==> src/hw/iosl_defines.vh <==
// Constants for the input line sampling and line passing block.
// Summary of operation
// - Sample enabled lines every interval when awake.
// - In sleep, stay awake until batch gathered.
// - Two analog lines, at most one sample/ms.
// - Received data updates only enabled outputs.
// - Channel n drives only output n.
// - Default: outputs unchanged, forward to host.
// - Only matching source address updates outputs.
// - Address FFFF accepts any sender.
// - Filter gates outputs, not reception.
// - Timeout returns output to idle; both PWM outputs share one timer.
// - Accepted packet restarts all output timers.
// - Digital input eight never drives outputs.
// - Sample interval counts in milliseconds.
// - Buffer batch, then send one packet.
// - Analog sample is 10 bits, right-justified.
`ifndef IOSL_DEFINES_VH
`define IOSL_DEFINES_VH
// ****************************************
// Timing
// ****************************************
`define IOSL_CLK_HZ          200000000
`define IOSL_MS_NS           1000000
`define IOSL_CLK_NS          5
`define IOSL_MS_CYC          (`IOSL_MS_NS / `IOSL_CLK_NS)
`define IOSL_TICK_W          18
// ****************************************
// Fields and values
// ****************************************
`define IOSL_ADDR_ANY        16'hFFFF
`define IOSL_ADC_W           10
`define IOSL_DIG_LINES       8
`define IOSL_PWM_N           2
`define IOSL_PWM_FULL        10'h3FF
`define IOSL_TMR_W           16
`endif

==> src/hw/iosl_out_timer.v <==
// Per-output timeout timer counting millisecond ticks.
`include "iosl_defines.vh"
module iosl_out_timer (
	// Clock and reset.
	input  wire                   clk,
	input  wire                   rst_b,
	// Control.
	input  wire                   ms_tick,
	input  wire                   restart,
	input  wire [`IOSL_TMR_W-1:0] timeout_ms,
	// Result.
	output reg                    expire
);
	reg [`IOSL_TMR_W-1:0] cnt_q; // Remaining milliseconds.
	reg                   run_q; // Timer armed.

	// A zero timeout disables the timer; restart reloads it.
	always @(posedge clk) begin
		if (!rst_b) begin
			cnt_q  <= {`IOSL_TMR_W{1'b0}};
			run_q  <= 1'b0;
			expire <= 1'b0;
		end else begin
			expire <= 1'b0;
			if (restart) begin
				cnt_q <= timeout_ms;
				run_q <= (timeout_ms != {`IOSL_TMR_W{1'b0}});
			end else if (run_q && ms_tick) begin
				if (cnt_q == {{(`IOSL_TMR_W-1){1'b0}}, 1'b1}) begin
					run_q  <= 1'b0;
					expire <= 1'b1;
				end
				cnt_q <= cnt_q - {{(`IOSL_TMR_W-1){1'b0}}, 1'b1};
			end
		end
	end
endmodule // iosl_out_timer

==> src/hw/iosl_top.v <==
// Input line sampler and received line passing toward local outputs.
`include "iosl_defines.vh"
module iosl_top (
	// Clock and reset.
	input  wire                   clk,
	input  wire                   rst_b,
	// Configuration.
	input  wire [7:0]             sample_interval,
	input  wire [7:0]             samples_before_transmit,
	input  wire                   sleep_select,
	input  wire [15:0]            input_source_address,
	input  wire                   serial_forward_enable,
	input  wire [`IOSL_TMR_W-1:0] digital_output_timeout,
	input  wire [`IOSL_TMR_W-1:0] pwm_output_timeout,
	input  wire                   pwm_zero_config,
	input  wire                   pwm_one_config,
	input  wire [7:0]             digital_out_enable,
	input  wire [7:0]             digital_in_enable,
	input  wire [1:0]             analog_in_enable,
	// Local input pins, asynchronous.
	input  wire [8:0]             digital_line_in,
	// Local converter results.
	input  wire [19:0]            analog_in,
	// Sample stream toward the radio.
	output reg                    sample_valid,
	output reg  [8:0]             sample_digital,
	output reg  [19:0]            sample_analog,
	output reg                    batch_send,
	output reg                    stay_awake,
	// Received packet, one sample per strobe.
	input  wire                   rx_valid,
	input  wire [15:0]            rx_source,
	input  wire [15:0]            rx_channel_mask,
	input  wire [15:0]            rx_digital,
	input  wire [31:0]            rx_analog,
	// Toward the serial host.
	output reg                    host_forward,
	output reg  [15:0]            host_digital,
	output reg  [31:0]            host_analog,
	// Local outputs.
	output reg  [7:0]             digital_line_out,
	output wire                   pwm_output_zero,
	output wire                   pwm_output_one
);
	// ****************************************
	// Input synchronisers
	// ****************************************
	reg [8:0] din_s1_q; // First stage, read only by second.
	reg [8:0] din_s2_q; // Settled inputs.

	// Two stages guard against metastable pin levels.
	always @(posedge clk) begin
		if (!rst_b) begin
			din_s1_q <= 9'h000;
			din_s2_q <= 9'h000;
		end else begin
			din_s1_q <= digital_line_in;
			din_s2_q <= din_s1_q;
		end
	end

	// ****************************************
	// Millisecond timebase
	// ****************************************
	reg [`IOSL_TICK_W-1:0] pre_q;  // Prescaler counter.
	reg                    tick_q; // One-cycle millisecond pulse.

	// Fixed 1 ms base caps the sample rate at 1 kHz.
	always @(posedge clk) begin
		if (!rst_b) begin
			pre_q  <= {`IOSL_TICK_W{1'b0}};
			tick_q <= 1'b0;
		end else if (pre_q == `IOSL_MS_CYC - 1) begin
			pre_q  <= {`IOSL_TICK_W{1'b0}};
			tick_q <= 1'b1;
		end else begin
			pre_q  <= pre_q + {{(`IOSL_TICK_W-1){1'b0}}, 1'b1};
			tick_q <= 1'b0;
		end
	end

	// ****************************************
	// Sampler
	// ****************************************
	reg [7:0] ivl_q;   // Milliseconds since last sample.
	reg [7:0] batch_q; // Samples buffered in this batch.
	wire      take;    // Sample this millisecond.
	wire      any_en;  // Some input enabled.

	assign any_en = (|digital_in_enable) | (|analog_in_enable);
	assign take   = tick_q && any_en && (sample_interval != 8'h00) &&
	                (ivl_q + 8'h01 >= sample_interval);

	// Interval counting and batch accounting; a zero interval stops sampling.
	always @(posedge clk) begin
		if (!rst_b) begin
			ivl_q          <= 8'h00;
			batch_q        <= 8'h00;
			sample_valid   <= 1'b0;
			sample_digital <= 9'h000;
			sample_analog  <= 20'h00000;
			batch_send     <= 1'b0;
			stay_awake     <= 1'b0;
		end else begin
			sample_valid <= 1'b0;
			batch_send   <= 1'b0;
			if (take) begin
				ivl_q          <= 8'h00;
				sample_valid   <= 1'b1;
				sample_digital <= din_s2_q & {1'b0, digital_in_enable};
				sample_analog  <= analog_in & {{10{analog_in_enable[1]}},
				                               {10{analog_in_enable[0]}}};
				if (batch_q + 8'h01 >= samples_before_transmit) begin
					batch_q    <= 8'h00;
					batch_send <= 1'b1;
				end else begin
					batch_q <= batch_q + 8'h01;
				end
			end else if (tick_q) begin
				ivl_q <= ivl_q + 8'h01;
			end
			// Held awake while a batch is incomplete.
			stay_awake <= sleep_select && (sample_interval != 8'h00) &&
			              !(take && batch_q + 8'h01 >= samples_before_transmit);
		end
	end

	// ****************************************
	// Receive filter and host forwarding
	// ****************************************
	wire addr_ok; // Sender may change outputs.
	wire accept;  // Packet updates outputs.

	assign addr_ok = (input_source_address == `IOSL_ADDR_ANY) ||
	                 (rx_source == input_source_address);
	assign accept  = rx_valid && addr_ok;

	// With serial_forward_enable set, every sample is offered to the host regardless of the filter.
	always @(posedge clk) begin
		if (!rst_b) begin
			host_forward <= 1'b0;
			host_digital <= 16'h0000;
			host_analog  <= 32'h00000000;
		end else begin
			host_forward <= rx_valid && serial_forward_enable;
			if (rx_valid) begin
				host_digital <= rx_digital;
				host_analog  <= rx_analog;
			end
		end
	end

	// ****************************************
	// Output timers
	// ****************************************
	wire [8:0] exp; // Expiry pulses: 0..7 digital, 8 PWM.

	genvar g;
	generate
		for (g = 0; g < 9; g = g + 1) begin : g_tmr
			iosl_out_timer u_tmr (
				.clk        (clk),
				.rst_b      (rst_b),
				.ms_tick    (tick_q),
				.restart    (accept),
				.timeout_ms ((g == 8) ? pwm_output_timeout : digital_output_timeout),
				.expire     (exp[g])
			);
		end
	endgenerate

	// ****************************************
	// Line passing to outputs
	// ****************************************
	reg [9:0] lvl0_q; // PWM zero level.
	reg [9:0] lvl1_q; // PWM one level.
	wire      pwm_upd0;
	wire      pwm_upd1;
	wire [7:0] dig_kept; // Digital outputs after this cycle's expiries.
	wire [7:0] dig_sel;  // Digital outputs this sample may change.

	// Expiry is applied first, so an accept in the same cycle rewrites the expired lines that it selects.
	assign dig_kept = digital_line_out & ~(exp[7:0] & digital_out_enable);
	assign dig_sel  = digital_out_enable & rx_channel_mask[7:0];

	// Analog data sits in the low ten bits of each 16-bit field.
	assign pwm_upd0 = accept && pwm_zero_config && rx_channel_mask[9];
	assign pwm_upd1 = accept && pwm_one_config && rx_channel_mask[10];

	// Updates need filter pass; bit 8 of the digital field is ignored.
	always @(posedge clk) begin
		if (!rst_b) begin
			digital_line_out <= 8'h00;
			lvl0_q           <= 10'h000;
			lvl1_q           <= 10'h000;
		end else begin
			if (accept) begin
				// Only lines 0..7 exist here, so line 8 never reaches an output.
				digital_line_out <= (dig_kept & ~dig_sel) |
				                    (rx_digital[7:0] & dig_sel);
			end else begin
				digital_line_out <= dig_kept;
			end
			if (pwm_upd0) begin
				lvl0_q <= rx_analog[9:0];
			end else if (exp[8]) begin
				lvl0_q <= 10'h000;
			end
			if (pwm_upd1) begin
				lvl1_q <= rx_analog[25:16];
			end else if (exp[8]) begin
				lvl1_q <= 10'h000;
			end
		end
	end

	// ****************************************
	// PWM generators
	// ****************************************
	reg [9:0] ramp_q; // Shared PWM ramp.
	reg       pwm_output_zero_q;
	reg       pwm1_q;

	// Full scale compares high on every ramp step.
	always @(posedge clk) begin
		if (!rst_b) begin
			ramp_q <= 10'h000;
			pwm_output_zero_q <= 1'b0;
			pwm1_q <= 1'b0;
		end else begin
			ramp_q <= (ramp_q == 10'h3FE) ? 10'h000 : ramp_q + 10'h001;
			pwm_output_zero_q <= (lvl0_q == `IOSL_PWM_FULL) || (ramp_q < lvl0_q);
			pwm1_q <= (lvl1_q == `IOSL_PWM_FULL) || (ramp_q < lvl1_q);
		end
	end

	assign pwm_output_zero = pwm_output_zero_q;
	assign pwm_output_one  = pwm1_q;
endmodule // iosl_top

==> config.mk <==
export PLATFORM = sky130hd
export DESIGN_NAME = iosl_top
export DESIGN_NICKNAME = d
export VERILOG_FILES = /design/src/hw/iosl_out_timer.v /design/src/hw/iosl_top.v
export VERILOG_INCLUDE_DIRS = /design/src /design/src/hw
export SDC_FILE = /design/constraint.sdc
export NUM_CORES = 1
export LEC_CHECK = 0
export ABC_AREA = 1
export BUFFER_PORTS_ARGS = -buffer_cell sky130_fd_sc_hd__buf_4
export CAP_MARGIN = 10
export CORE_UTILIZATION = 53
export DETAILED_ROUTE_END_ITERATION = 12
export GPL_ROUTABILITY_DRIVEN = 0
export PLACE_DENSITY_LB_ADDON = 0.3
export RECOVER_POWER = 25
export REMOVE_ABC_BUFFERS = 1
export SLEW_MARGIN = 10
export SYNTH_ARGS = -nofsm -noshare
export SYNTH_HDL_FRONTEND = slang
export SYNTH_HIERARCHICAL = 1
export SYNTH_SLANG_ARGS = --single-unit
==> constraint.sdc <==
create_clock -name clk -period 3.1 [get_ports clk]
set_input_delay 0.31 -clock clk [delete_from_list [all_inputs] [get_ports clk]]
set_output_delay 0.31 -clock clk [all_outputs]
set_load 0.005 [all_outputs]
# == Word level (Yosys, flattened, before mapping) ==
# Cells that the tools add are included.
# W data, S select, Z words.
# totals
register_bits,336
latch_bits,0
ramBits,0
rom_bits,0
word_cells,234
memories,0
# classes
addsub,13
n_mul,0
div_mod_pow,0
n_lt_le_gt_ge,4
n_eq_ne,15
shifts,0
mux,62
bitwise_logic,21
reduce_logical,72
# ops
cell,count
$mux W16,18
$eq A16 B1 Y1 const B,9
$sub A16 B1 Y16 const B,9
$and A8 B8 Y8,5
$reduce_bool A2 Y1,20
$mux W1,39
$reduce_bool A16 Y1,2
$eq A10 B10 Y1 const B,3
$mux W10,3
$reduce_or A3 Y1,9
$logic_and A1 B1 Y1,21
$and A20 B20 Y20,1
$lt A10 B10 Y1,2
$reduce_and A2 Y1,10
$add A18 B1 Y18 const B,1
$eq A18 B18 Y1 const B,1
$add A8 B1 Y8 const B,2
$eq A16 B16 Y1,1
$eq A16 B16 Y1 const B,1
$ge A8 B8 Y1,2
$mux W8,2
$not A8 Y8,2
$add A10 B1 Y10 const B,1
$not A1 Y1,10
8 further kinds,13

# == Depth between registers and ports, before layout ==
# Gate-level depths: netlist of the first run.
# depth
ltp_word,8
mapped_depth,17

# == Modules after synthesis ==
# The synthesis of the first run kept the hierarchy.
# by_module_without_submodules
module,n_inst,cells_per_inst,area_per_inst_um2,seq_area_each_um2
iosl_out_timer,9,218,1321.3,360.3
iosl_top,1,1063,7792.5,3423.3

# == Worst setup path after synthesis of the first run ==
# OpenSTA, ideal clock, no wires.
# synth_path
path_kind,in2reg
startpoint,in rx_source[1]
endpoint,reg g_tmr[0].u_tmr.cnt_q[12]
arrival_time_ps,2950
setup_slack_ps,78
stages,15
n_path_buf,0
path_cell_list,nand2_1 > inv_1 > nor2_1 > nor2_1 > nand2_1 > nor2_1 > nand2_1 > nand2_1 > nand2_2 > clkinv_1 > nor2_4 > inv_2 > nor2_1 > a21boi_1 > a21oi_1
# synth_via
elab_chain_cells,4
elab_cells_between_ends,5
classes_between,eq/ne: 1; mux: 1; reduce/logical: 3
# synth_rtl
item,line_no,text
start: declaration,iosl_top.v:32,"input wire [15:0] rx_source,"
$eq A16 B16 Y1 (*),iosl_top.v:135,(rx_source == input_source_address);
$logic_or A1 B1 Y1 (*),iosl_top.v:134,assign addr_ok = (input_source_address == `IOSL_ADDR_ANY) ||
$logic_and A1 B1 Y1 (*),iosl_top.v:136,assign accept = rx_valid && addr_ok;
named net accept,iosl_top.v:132,wire accept;
$mux W16 / $reduce_bool A2 Y1 (equally long branches),n/a,
end signal: assignment,iosl_out_timer.v:20,cnt_q <= {`IOSL_TMR_W{1'b0}};
end signal: assignment,iosl_out_timer.v:26,cnt_q <= timeout_ms;
end signal: assignment,iosl_out_timer.v:33,"cnt_q <= cnt_q - {{(`IOSL_TMR_W-1){1'b0}}, 1'b1};"
end: declaration,iosl_out_timer.v:14,reg [`IOSL_TMR_W-1:0] cnt_q;
# The timed path passes the listed nets; every way through them passes the cells marked *.
# A chain may end at the register's enable or synchronous reset.

# == Worst setup path in the final report of the first run ==
# layout_path
startpoint,reg ivl_q[0]
endpoint,reg batch_q[5]
# layout_via
elab_chain_cells,3
# layout_rtl
item,line_no,text
start: declaration,iosl_top.v:85,reg [7:0] ivl_q;
start signal: assignment,iosl_top.v:120,ivl_q <= ivl_q + 8'h01;
$add A8 B1 Y8,iosl_top.v:92,(ivl_q + 8'h01 >= sample_interval);
$ge A8 B8 Y1,iosl_top.v:92,
$logic_and A1 B1 Y1,iosl_top.v:91,assign take = tick_q && any_en && (sample_interval != 8'h00) &&
end signal: assignment,iosl_top.v:117,batch_q <= batch_q + 8'h01;
end: declaration,iosl_top.v:86,reg [7:0] batch_q;
# Every way passes these cells.

==> results of run 1 <==
## logic make-up after synthesis
| family | after synthesis | share of synthesized area (%) |
|---|---|---|
| adders and majority gates | 57 | 3.62 |
| DFF | 333 | 33.9 |
| xor gates and xnor gates | 47 | 2.09 |
| and+or+nand+nor | 1616 | 36.5 |
| other | 1 | 0.0191 |
| buffers and inverters | 534 | 10.8 |
| AOI/OAI and AO/OA | 437 | 13.0 |
## power breakdown
| part | internal, mW | total [mW] | switching [mW] |
|---|---|---|---|
| Combinational | 0.365 | 0.796 | 0.432 |
| Sequential | 4.34 | 4.38 | 0.0339 |
| Clock | 2.77 | 4.64 | 1.87 |
## worst max-delay path: stages (launching register included)
cell	delay, ns
dfxtp_1	0.39
and3_1	0.21
nand3_1	0.14
nor2_1	0.15
nand2_1	0.08
xor2_1	0.17
inv_1	0.06
ha_1	0.28
nand2_1	0.08
nor2_1	0.15
nand4_1	0.10
nand4_1	0.14
nand3_1	0.10
nor2_1	0.44
nand2_1	0.12
nand2_1	0.09
## routing by layer
| metal | vias to the layer above | share of wire (%) | GRT usage, % |
|---|---|---|---|
| met1 | 9591 | 41 | 36.9 |
| met2 | 789 | 48 | 53.0 |
| met3 | 151 | 7.5 | 4.82 |
| met4 | 0 | 3.4 | 13.0 |
| li1 | 10300 | - | - |
| met5 | - | 0 | 0 |
## registers in the layout, indices dropped and copies added, names as in the netlist, 9 cells and up
name / flops
g_tmr.u_tmr/cnt_q: 144
host_analog: 32
sample_analog: 20
pre_q: 18
host_digital: 16
lvl0_q: 10
lvl1_q: 10
ramp_q: 10
g_tmr.u_tmr/expire: 9
g_tmr.u_tmr/run_q: 9
## through the flow
stage / setup TNS [ns] / area (um^2) / cells / utilization (%)
2_1_floorplan: -283.78 / 19300 / 2957 / -
3_3_place_gp: 0 / 22200 / 3724 / 60.6
3_5_place_dp: 0 / 22200 / 3724 / 60.6
4_1_cts: 0 / 24300 / 3871 / 66.3
5_1_grt: 0 / 24200 / 3871 / 66.2
6_report: 0 / 24200 / 3871 / 66.2
## placed cells by master (no fill, tap or decap), drive strengths merged
cell type	Yosys	final
a211oi	3	3
a21boi	19	19
a21oi	186	186
a2bb2oi	9	9
a31oi	10	10
and3	1	1
buf	40	255
bufinv	0	4
clkbuf	28	98
clkinv	2	6
clkinvlp	0	1
conb	1	1
dfxtp	333	333
dlygate4sd3	0	81
ha	57	57
inv	464	467
nand2	712	712
nand3	284	284
nand3b	13	13
nand4	44	44
nor2	524	524
nor3	26	26
nor3b	5	5
nor4	3	3
o2111ai	3	3
o211ai	3	3
o21a	1	1
o21ai	155	155
o21bai	2	2
o22ai	45	45
o31ai	1	1
or2	4	4
xnor2	8	8
xor2	39	39
## worst paths after layout
kind,start,end
setup / recovery,ivl_q[0]$_SDFFE_PP0P_,batch_q[5]$_SDFFE_PN0P_
hold / removal,pwm_output_timeout[0],g_tmr[8].u_tmr/cnt_q[0]$_SDFFE_PN0P_
setup reg to reg,ivl_q[0]$_SDFFE_PP0P_,batch_q[5]$_SDFFE_PN0P_
hold reg to reg,din_s1_q[4]$_SDFF_PN0_,din_s2_q[4]$_SDFF_PN0_
## layout make-up
| type | instances | area, um^2 |
|---|---|---|
| Inverter | 466 | 1750 |
| Tap cell | 468 | 586 |
| Clock inverter | 12 | 204 |
| Timing Repair Buffer | 380 | 3070 |
| Sequential cell | 333 | 6670 |
| Clock buffer | 54 | 1070 |
| Multi-Input combinational cell | 2158 | 10900 |
| Fill cell | 3172 | 12400 |
==> results.cfg, run 1 <==
[status]
outcome = finished, violations left
violations = capacitance limit, slew limit

[logic_synthesis]
synthDistinctLibCells = 46
synth_top_cells_by_area = dfxtp_1, nand2_1, nor2_1, inv_1, nand3_1
yosysWarnings = 6
synth_edf_count = 0
synthArstFlopShare_pct = 0
syn_area_per_cell_um2 = 6.51
netlist_top_cells_count = nand2_1, nor2_1, inv_1, dfxtp_1, nand3_1
synth_seq_cells = 333
yosysMostFrequentCell = nand2_1
synth_area_um2 = 19700
synth_seq_area_share_pct = 33.9
syn_inst = 3025
yosys.area.top_type = dfxtp_1
synth_ff_type = dfxtp_1
synth.top_cell.area_share_pct = 33.9

[drt]
drt_iter0_markers = 1407
routed_via_density = 5.39
wl_per_cell_um = 15.2
wl_um = 58800
drtPass1Iterations = 6
num_vias = 20900
drc = 0
antenna_left = 0

[sta]
finalSetupViolCount = 0
min_period_ns = 2.75
period_share_pct = 88.7
hold_ws_ns = 0.0326
hold_viol_final = 0
rsz0062_at_grt = false
max_freq_ghz = 0.364
setup_ws_ns = 0.351
slew_violations = 61
tightestPinTransition_ns = 2.38
finClkSkew_ns = 0.0190
timing.slew.headroom_pct = -58.5

[clock_network]
cts_resized = 0
cts-htree-levels = 2
postCtsSetupBuffers = 0
root_buffer = clkbuf_16
cts_buffers = 39
cts_sinks = 333
clkTransAtPathRegs_ns = 0.06
clockBufferDepth = 3
cts_tree = built
clk_latency_ns = 0.57
postCtsHoldBufs = 81

[placement]
portBuffers = 280
dp_hpwl_um = 40400
dp_slack_ns = 0.348

[critical_path]
ff2ff_setup_slack_ns = 0.35
required_ns = 3.61
start_kind = register
crit_arrival_ns = 3.26
rr_worst_depth = 15
worstSetupEndpointType = register
worstSetupPathType = register to register
crit_fanout = 8

[die]
dieArea_um2 = 37900
die_w_um = 195
die_y_um = 195
ios = 289
initial_core_util_pct = 53.8
coreArea_um2 = 36600
placementRows = 70

[power]
ir_worst_vdd_v = 0.000609
power.density_nw_per_um2 = 405
finalPower_mw = 9.81
p_leak_nw = 11.5

[global_route]
grt_use_total_pct = 30.4
grt_pass1_wl_um = 95900
grt_antenna_before_repair = 0
overflow = 0
grt_max_degree = 61
grt_pass1_vias = 20400

[flow_run]
max-cap-violations = 1

[finish]
synthToLayoutAreaGrowth_pct = 23.1
num_antenna_cells = 0
nets = 3633
layout-drive-gt1-share_pct = 16.9

[worst_hold_path]
hp-class = input port to register
hold_path_depth = 3
No activity file was read; power rests on OpenSTA's default activity.
==> run 2, diff against run 1 <==
- ABC_AREA: 1 -> default
- CORE_UTILIZATION: 53 -> 51
==> results.cfg, run 2 <==
[critical_path]
worstSetupPathType = register to register
crit_chain = and3_1, and3_1, nand3_1, xnor2_1, ha_1, and4_1, o2111ai_1, a31oi_2, buf_12, nand3_1, a21boi_0
ff2ff_setup_slack_ns = 0.39
rr_endpoint = sample_analog[3]$_SDFFE_PN0P_
worstSetupEndpointType = register
crit_arrival_ns = 3.14
required_ns = 3.53
cp_slowest_cell = dfxtp_1
start_kind = register
rr_worst_depth = 11
crit_fanout = 34
cp_slowest_stage_delay_ns = 0.38
r2r-start = ivl_q[2]$_SDFFE_PP0P_

[finish]
top_regs = g_tmr.u_tmr/cnt_q x144, host_analog x32, sample_analog x20
num_antenna_cells = 0
final_util_pct = 63.7
synthToLayoutAreaGrowth_pct = 21.8
final_common_cell = dfxtp_1
top_register = g_tmr.u_tmr/cnt_q
nets = 2400
final_cell_mix = dfxtp_1, buf_4, xnor2_1
layout-drive-gt1-share_pct = 16.9
largest_reg_flops = 144

[logic_synthesis]
netlist_top_cells_count = dfxtp_1, xnor2_1, a21oi_1, o21ai_0, nand2_1
synth_seq_cells = 333
synthDistinctLibCells = 55
syn_area_per_cell_um2 = 8.75
yosysWarnings = 6
yosysMostFrequentCell = dfxtp_1
yosys.area.top_type = dfxtp_1
synth.top_cell.area_share_pct = 40.1
synthArstFlopShare_pct = 0
synth_ff_type = dfxtp_1
syn_inst = 1900
synth_top_cells_by_area = dfxtp_1, xnor2_1, mux2i_1, ha_1, a21oi_1
synth_area_um2 = 16600
synth_edf_count = 0
synth_seq_area_share_pct = 40.1

[worst_hold_path]
min_to = din_s1_q[1]$_SDFF_PN0_
hp-start = digital_line_in[1]
hold_path_depth = 2
hp-class = input port to register

[sta]
tns_ns = 0
min_period_ns = 2.71
period_share_pct = 87.4
hold_ws_ns = 0.0325
hold_viol_final = 0
slew_violations = 71
timing.slew.headroom_pct = -22.8
tightestPinTransition_ns = 1.84
max_freq_ghz = 0.369
finalSetupViolCount = 0
finClkSkew_ns = 0.0124
rsz0062_at_grt = false

[flow_run]
max-cap-violations = 2

[drt]
num_vias = 14900
antenna_left = 0
drtPass1Iterations = 5
wl_per_cell_um = 17.0
drt_iter0_markers = 774
routed_via_density = 5.71
wl_um = 44400
drc = 0

[power]
p_int_mw = 7.23
p_sw_mw = 2.10
sw_frac_of_total_pct = 22.5
p_comb_share_pct = 7.1
ir_worst_vdd_v = 0.000378
p_clk_share_pct = 46.1
p_leak_nw = 8.08
p_seq_share_pct = 46.8
power.density_nw_per_um2 = 461

[clock_network]
clkTransAtPathRegs_ns = 0.06
root_buffer = clkbuf_16
clockBufferDepth = 3
clk_latency_ns = 0.52
cts_tree = built
cts_buffers = 37
cts_sinks = 333
cts_resized = 0
cts-htree-levels = 2
postCtsHoldBufs = 6
postCtsSetupBuffers = 0

[die]
initial_core_util_pct = 52.3
ios = 289
coreArea_um2 = 31800
dieArea_um2 = 33300
placementRows = 65
die_w_um = 183
die_y_um = 183

[global_route]
grt_max_degree = 66
grt_antenna_before_repair = 1
overflow = 0
grt_pass1_vias = 14100
grt_pass1_wl_um = 70000
grt_use_total_pct = 25.6

[placement]
portBuffers = 280
dp_hpwl_um = 29800

[status]
outcome = finished, violations left
violations = capacitance limit, slew limit
run 2: cell types whose count changed in the layout (fill, tap and decap cells not counted), sizes merged, moves of 29 or more:
| cell | delta |
|---|---|
| nand2 | -595 |
| nor2 | -431 |
| inv | -393 |
| nand3 | -213 |
| xnor2 | +125 |
| nor4 | +87 |
| mux2i | +77 |
| dlygate4sd3 | -75 |
| nor2b | +64 |
| a21oi | -57 |
| or4 | +46 |
| o22ai | -42 |
| o21ai | -33 |
| or3 | +29 |
run 2: cell families after synthesis:
family          Yosys count  synth area share (%)
fa+ha+maj                57                  4.29
other cells               1                0.0226
compound gates          380                  13.7
flops                   333                  40.1
buf+inv                 170                  4.20
xor+xnor                183                  9.64
simple gates            699                  23.4
mux                      77                  4.63
run 2: metal layers:
layer | vias to the layer above | global-route usage (%) | share of wire (%)
met1 | 6952 | 30.9 | 41
li1 | 7347 | - | -
met2 | 467 | 45.2 | 48
met3 | 108 | 4.45 | 6.8
met5 | - | 0 | 0
met4 | 0 | 9.82 | 3.4
run 2: area by class of cell:
| class | count | area [um^2] |
|---|---|---|
| inverter | 72 | 270 |
| timing repair buffer | 304 | 2300 |
| sequential | 333 | 6670 |
| fill | 2677 | 11500 |
| clock buffer | 60 | 1160 |
| multi-input combinational | 1397 | 9270 |
| clock inverter | 6 | 37.5 |
| tap | 435 | 544 |
run 2: worst max-delay path by stage:
| stage | from | to | depth (start not counted) |
|---|---|---|---|
| 6_report | ivl_q[2]$_SDFFE_PP0P_ | sample_analog[3]$_SDFFE_PN0P_ | 11 |
| 4_1_cts | ivl_q[2]$_SDFFE_PP0P_ | batch_q[5]$_SDFFE_PN0P_ | 11 |
| 5_1_grt | ivl_q[2]$_SDFFE_PP0P_ | sample_analog[7]$_SDFFE_PN0P_ | 11 |
| 3_5_place_dp | ivl_q[2]$_SDFFE_PP0P_ | batch_q[5]$_SDFFE_PN0P_ | 11 |
| 3_3_place_gp | input_source_address[14] | g_tmr[0].u_tmr/run_q$_SDFFE_PN0P_ | 11 |
| 2_1_floorplan | ivl_q[0]$_SDFFE_PP0P_ | batch_q[5]$_SDFFE_PN0P_ | 10 |
run 2: per-stage QoR:
stage / power, mW / cells / setup slack [ns] / instance area (um^2)
2_1_floorplan: 4.65 / 1802 / 0.0534 / 16200
3_3_place_gp: 5.10 / 2535 / 0.480 / 19000
3_5_place_dp: 5.11 / 2535 / 0.418 / 19000
4_1_cts: 9.42 / 2607 / 0.394 / 20300
5_1_grt: 9.66 / 2607 / 0.160 / 20300
6_report: 9.33 / 2607 / 0.390 / 20300
run 2: power groups by stage:
stage                     Sequential [mW]  Clock [mW]  Combinational (mW)
after floorplan                      4.46           0               0.186
after global placement               4.46           0               0.641
after detailed placement             4.46           0               0.652
after CTS                            4.37        4.38               0.663
after global routing                 4.37        4.57               0.712
final                                4.37        4.31               0.659
run 2: critical path, delay by kind of cell (launching register included):
family / cells / cell delay [ns]
AND/OR/NAND/NOR: 5 / 0.95
AO/OA/AOI/OAI: 3 / 0.63
flip-flops: 1 / 0.38
adder cells (fa/ha/maj): 1 / 0.29
buffers and inverters: 1 / 0.22
XOR/XNOR: 1 / 0.15
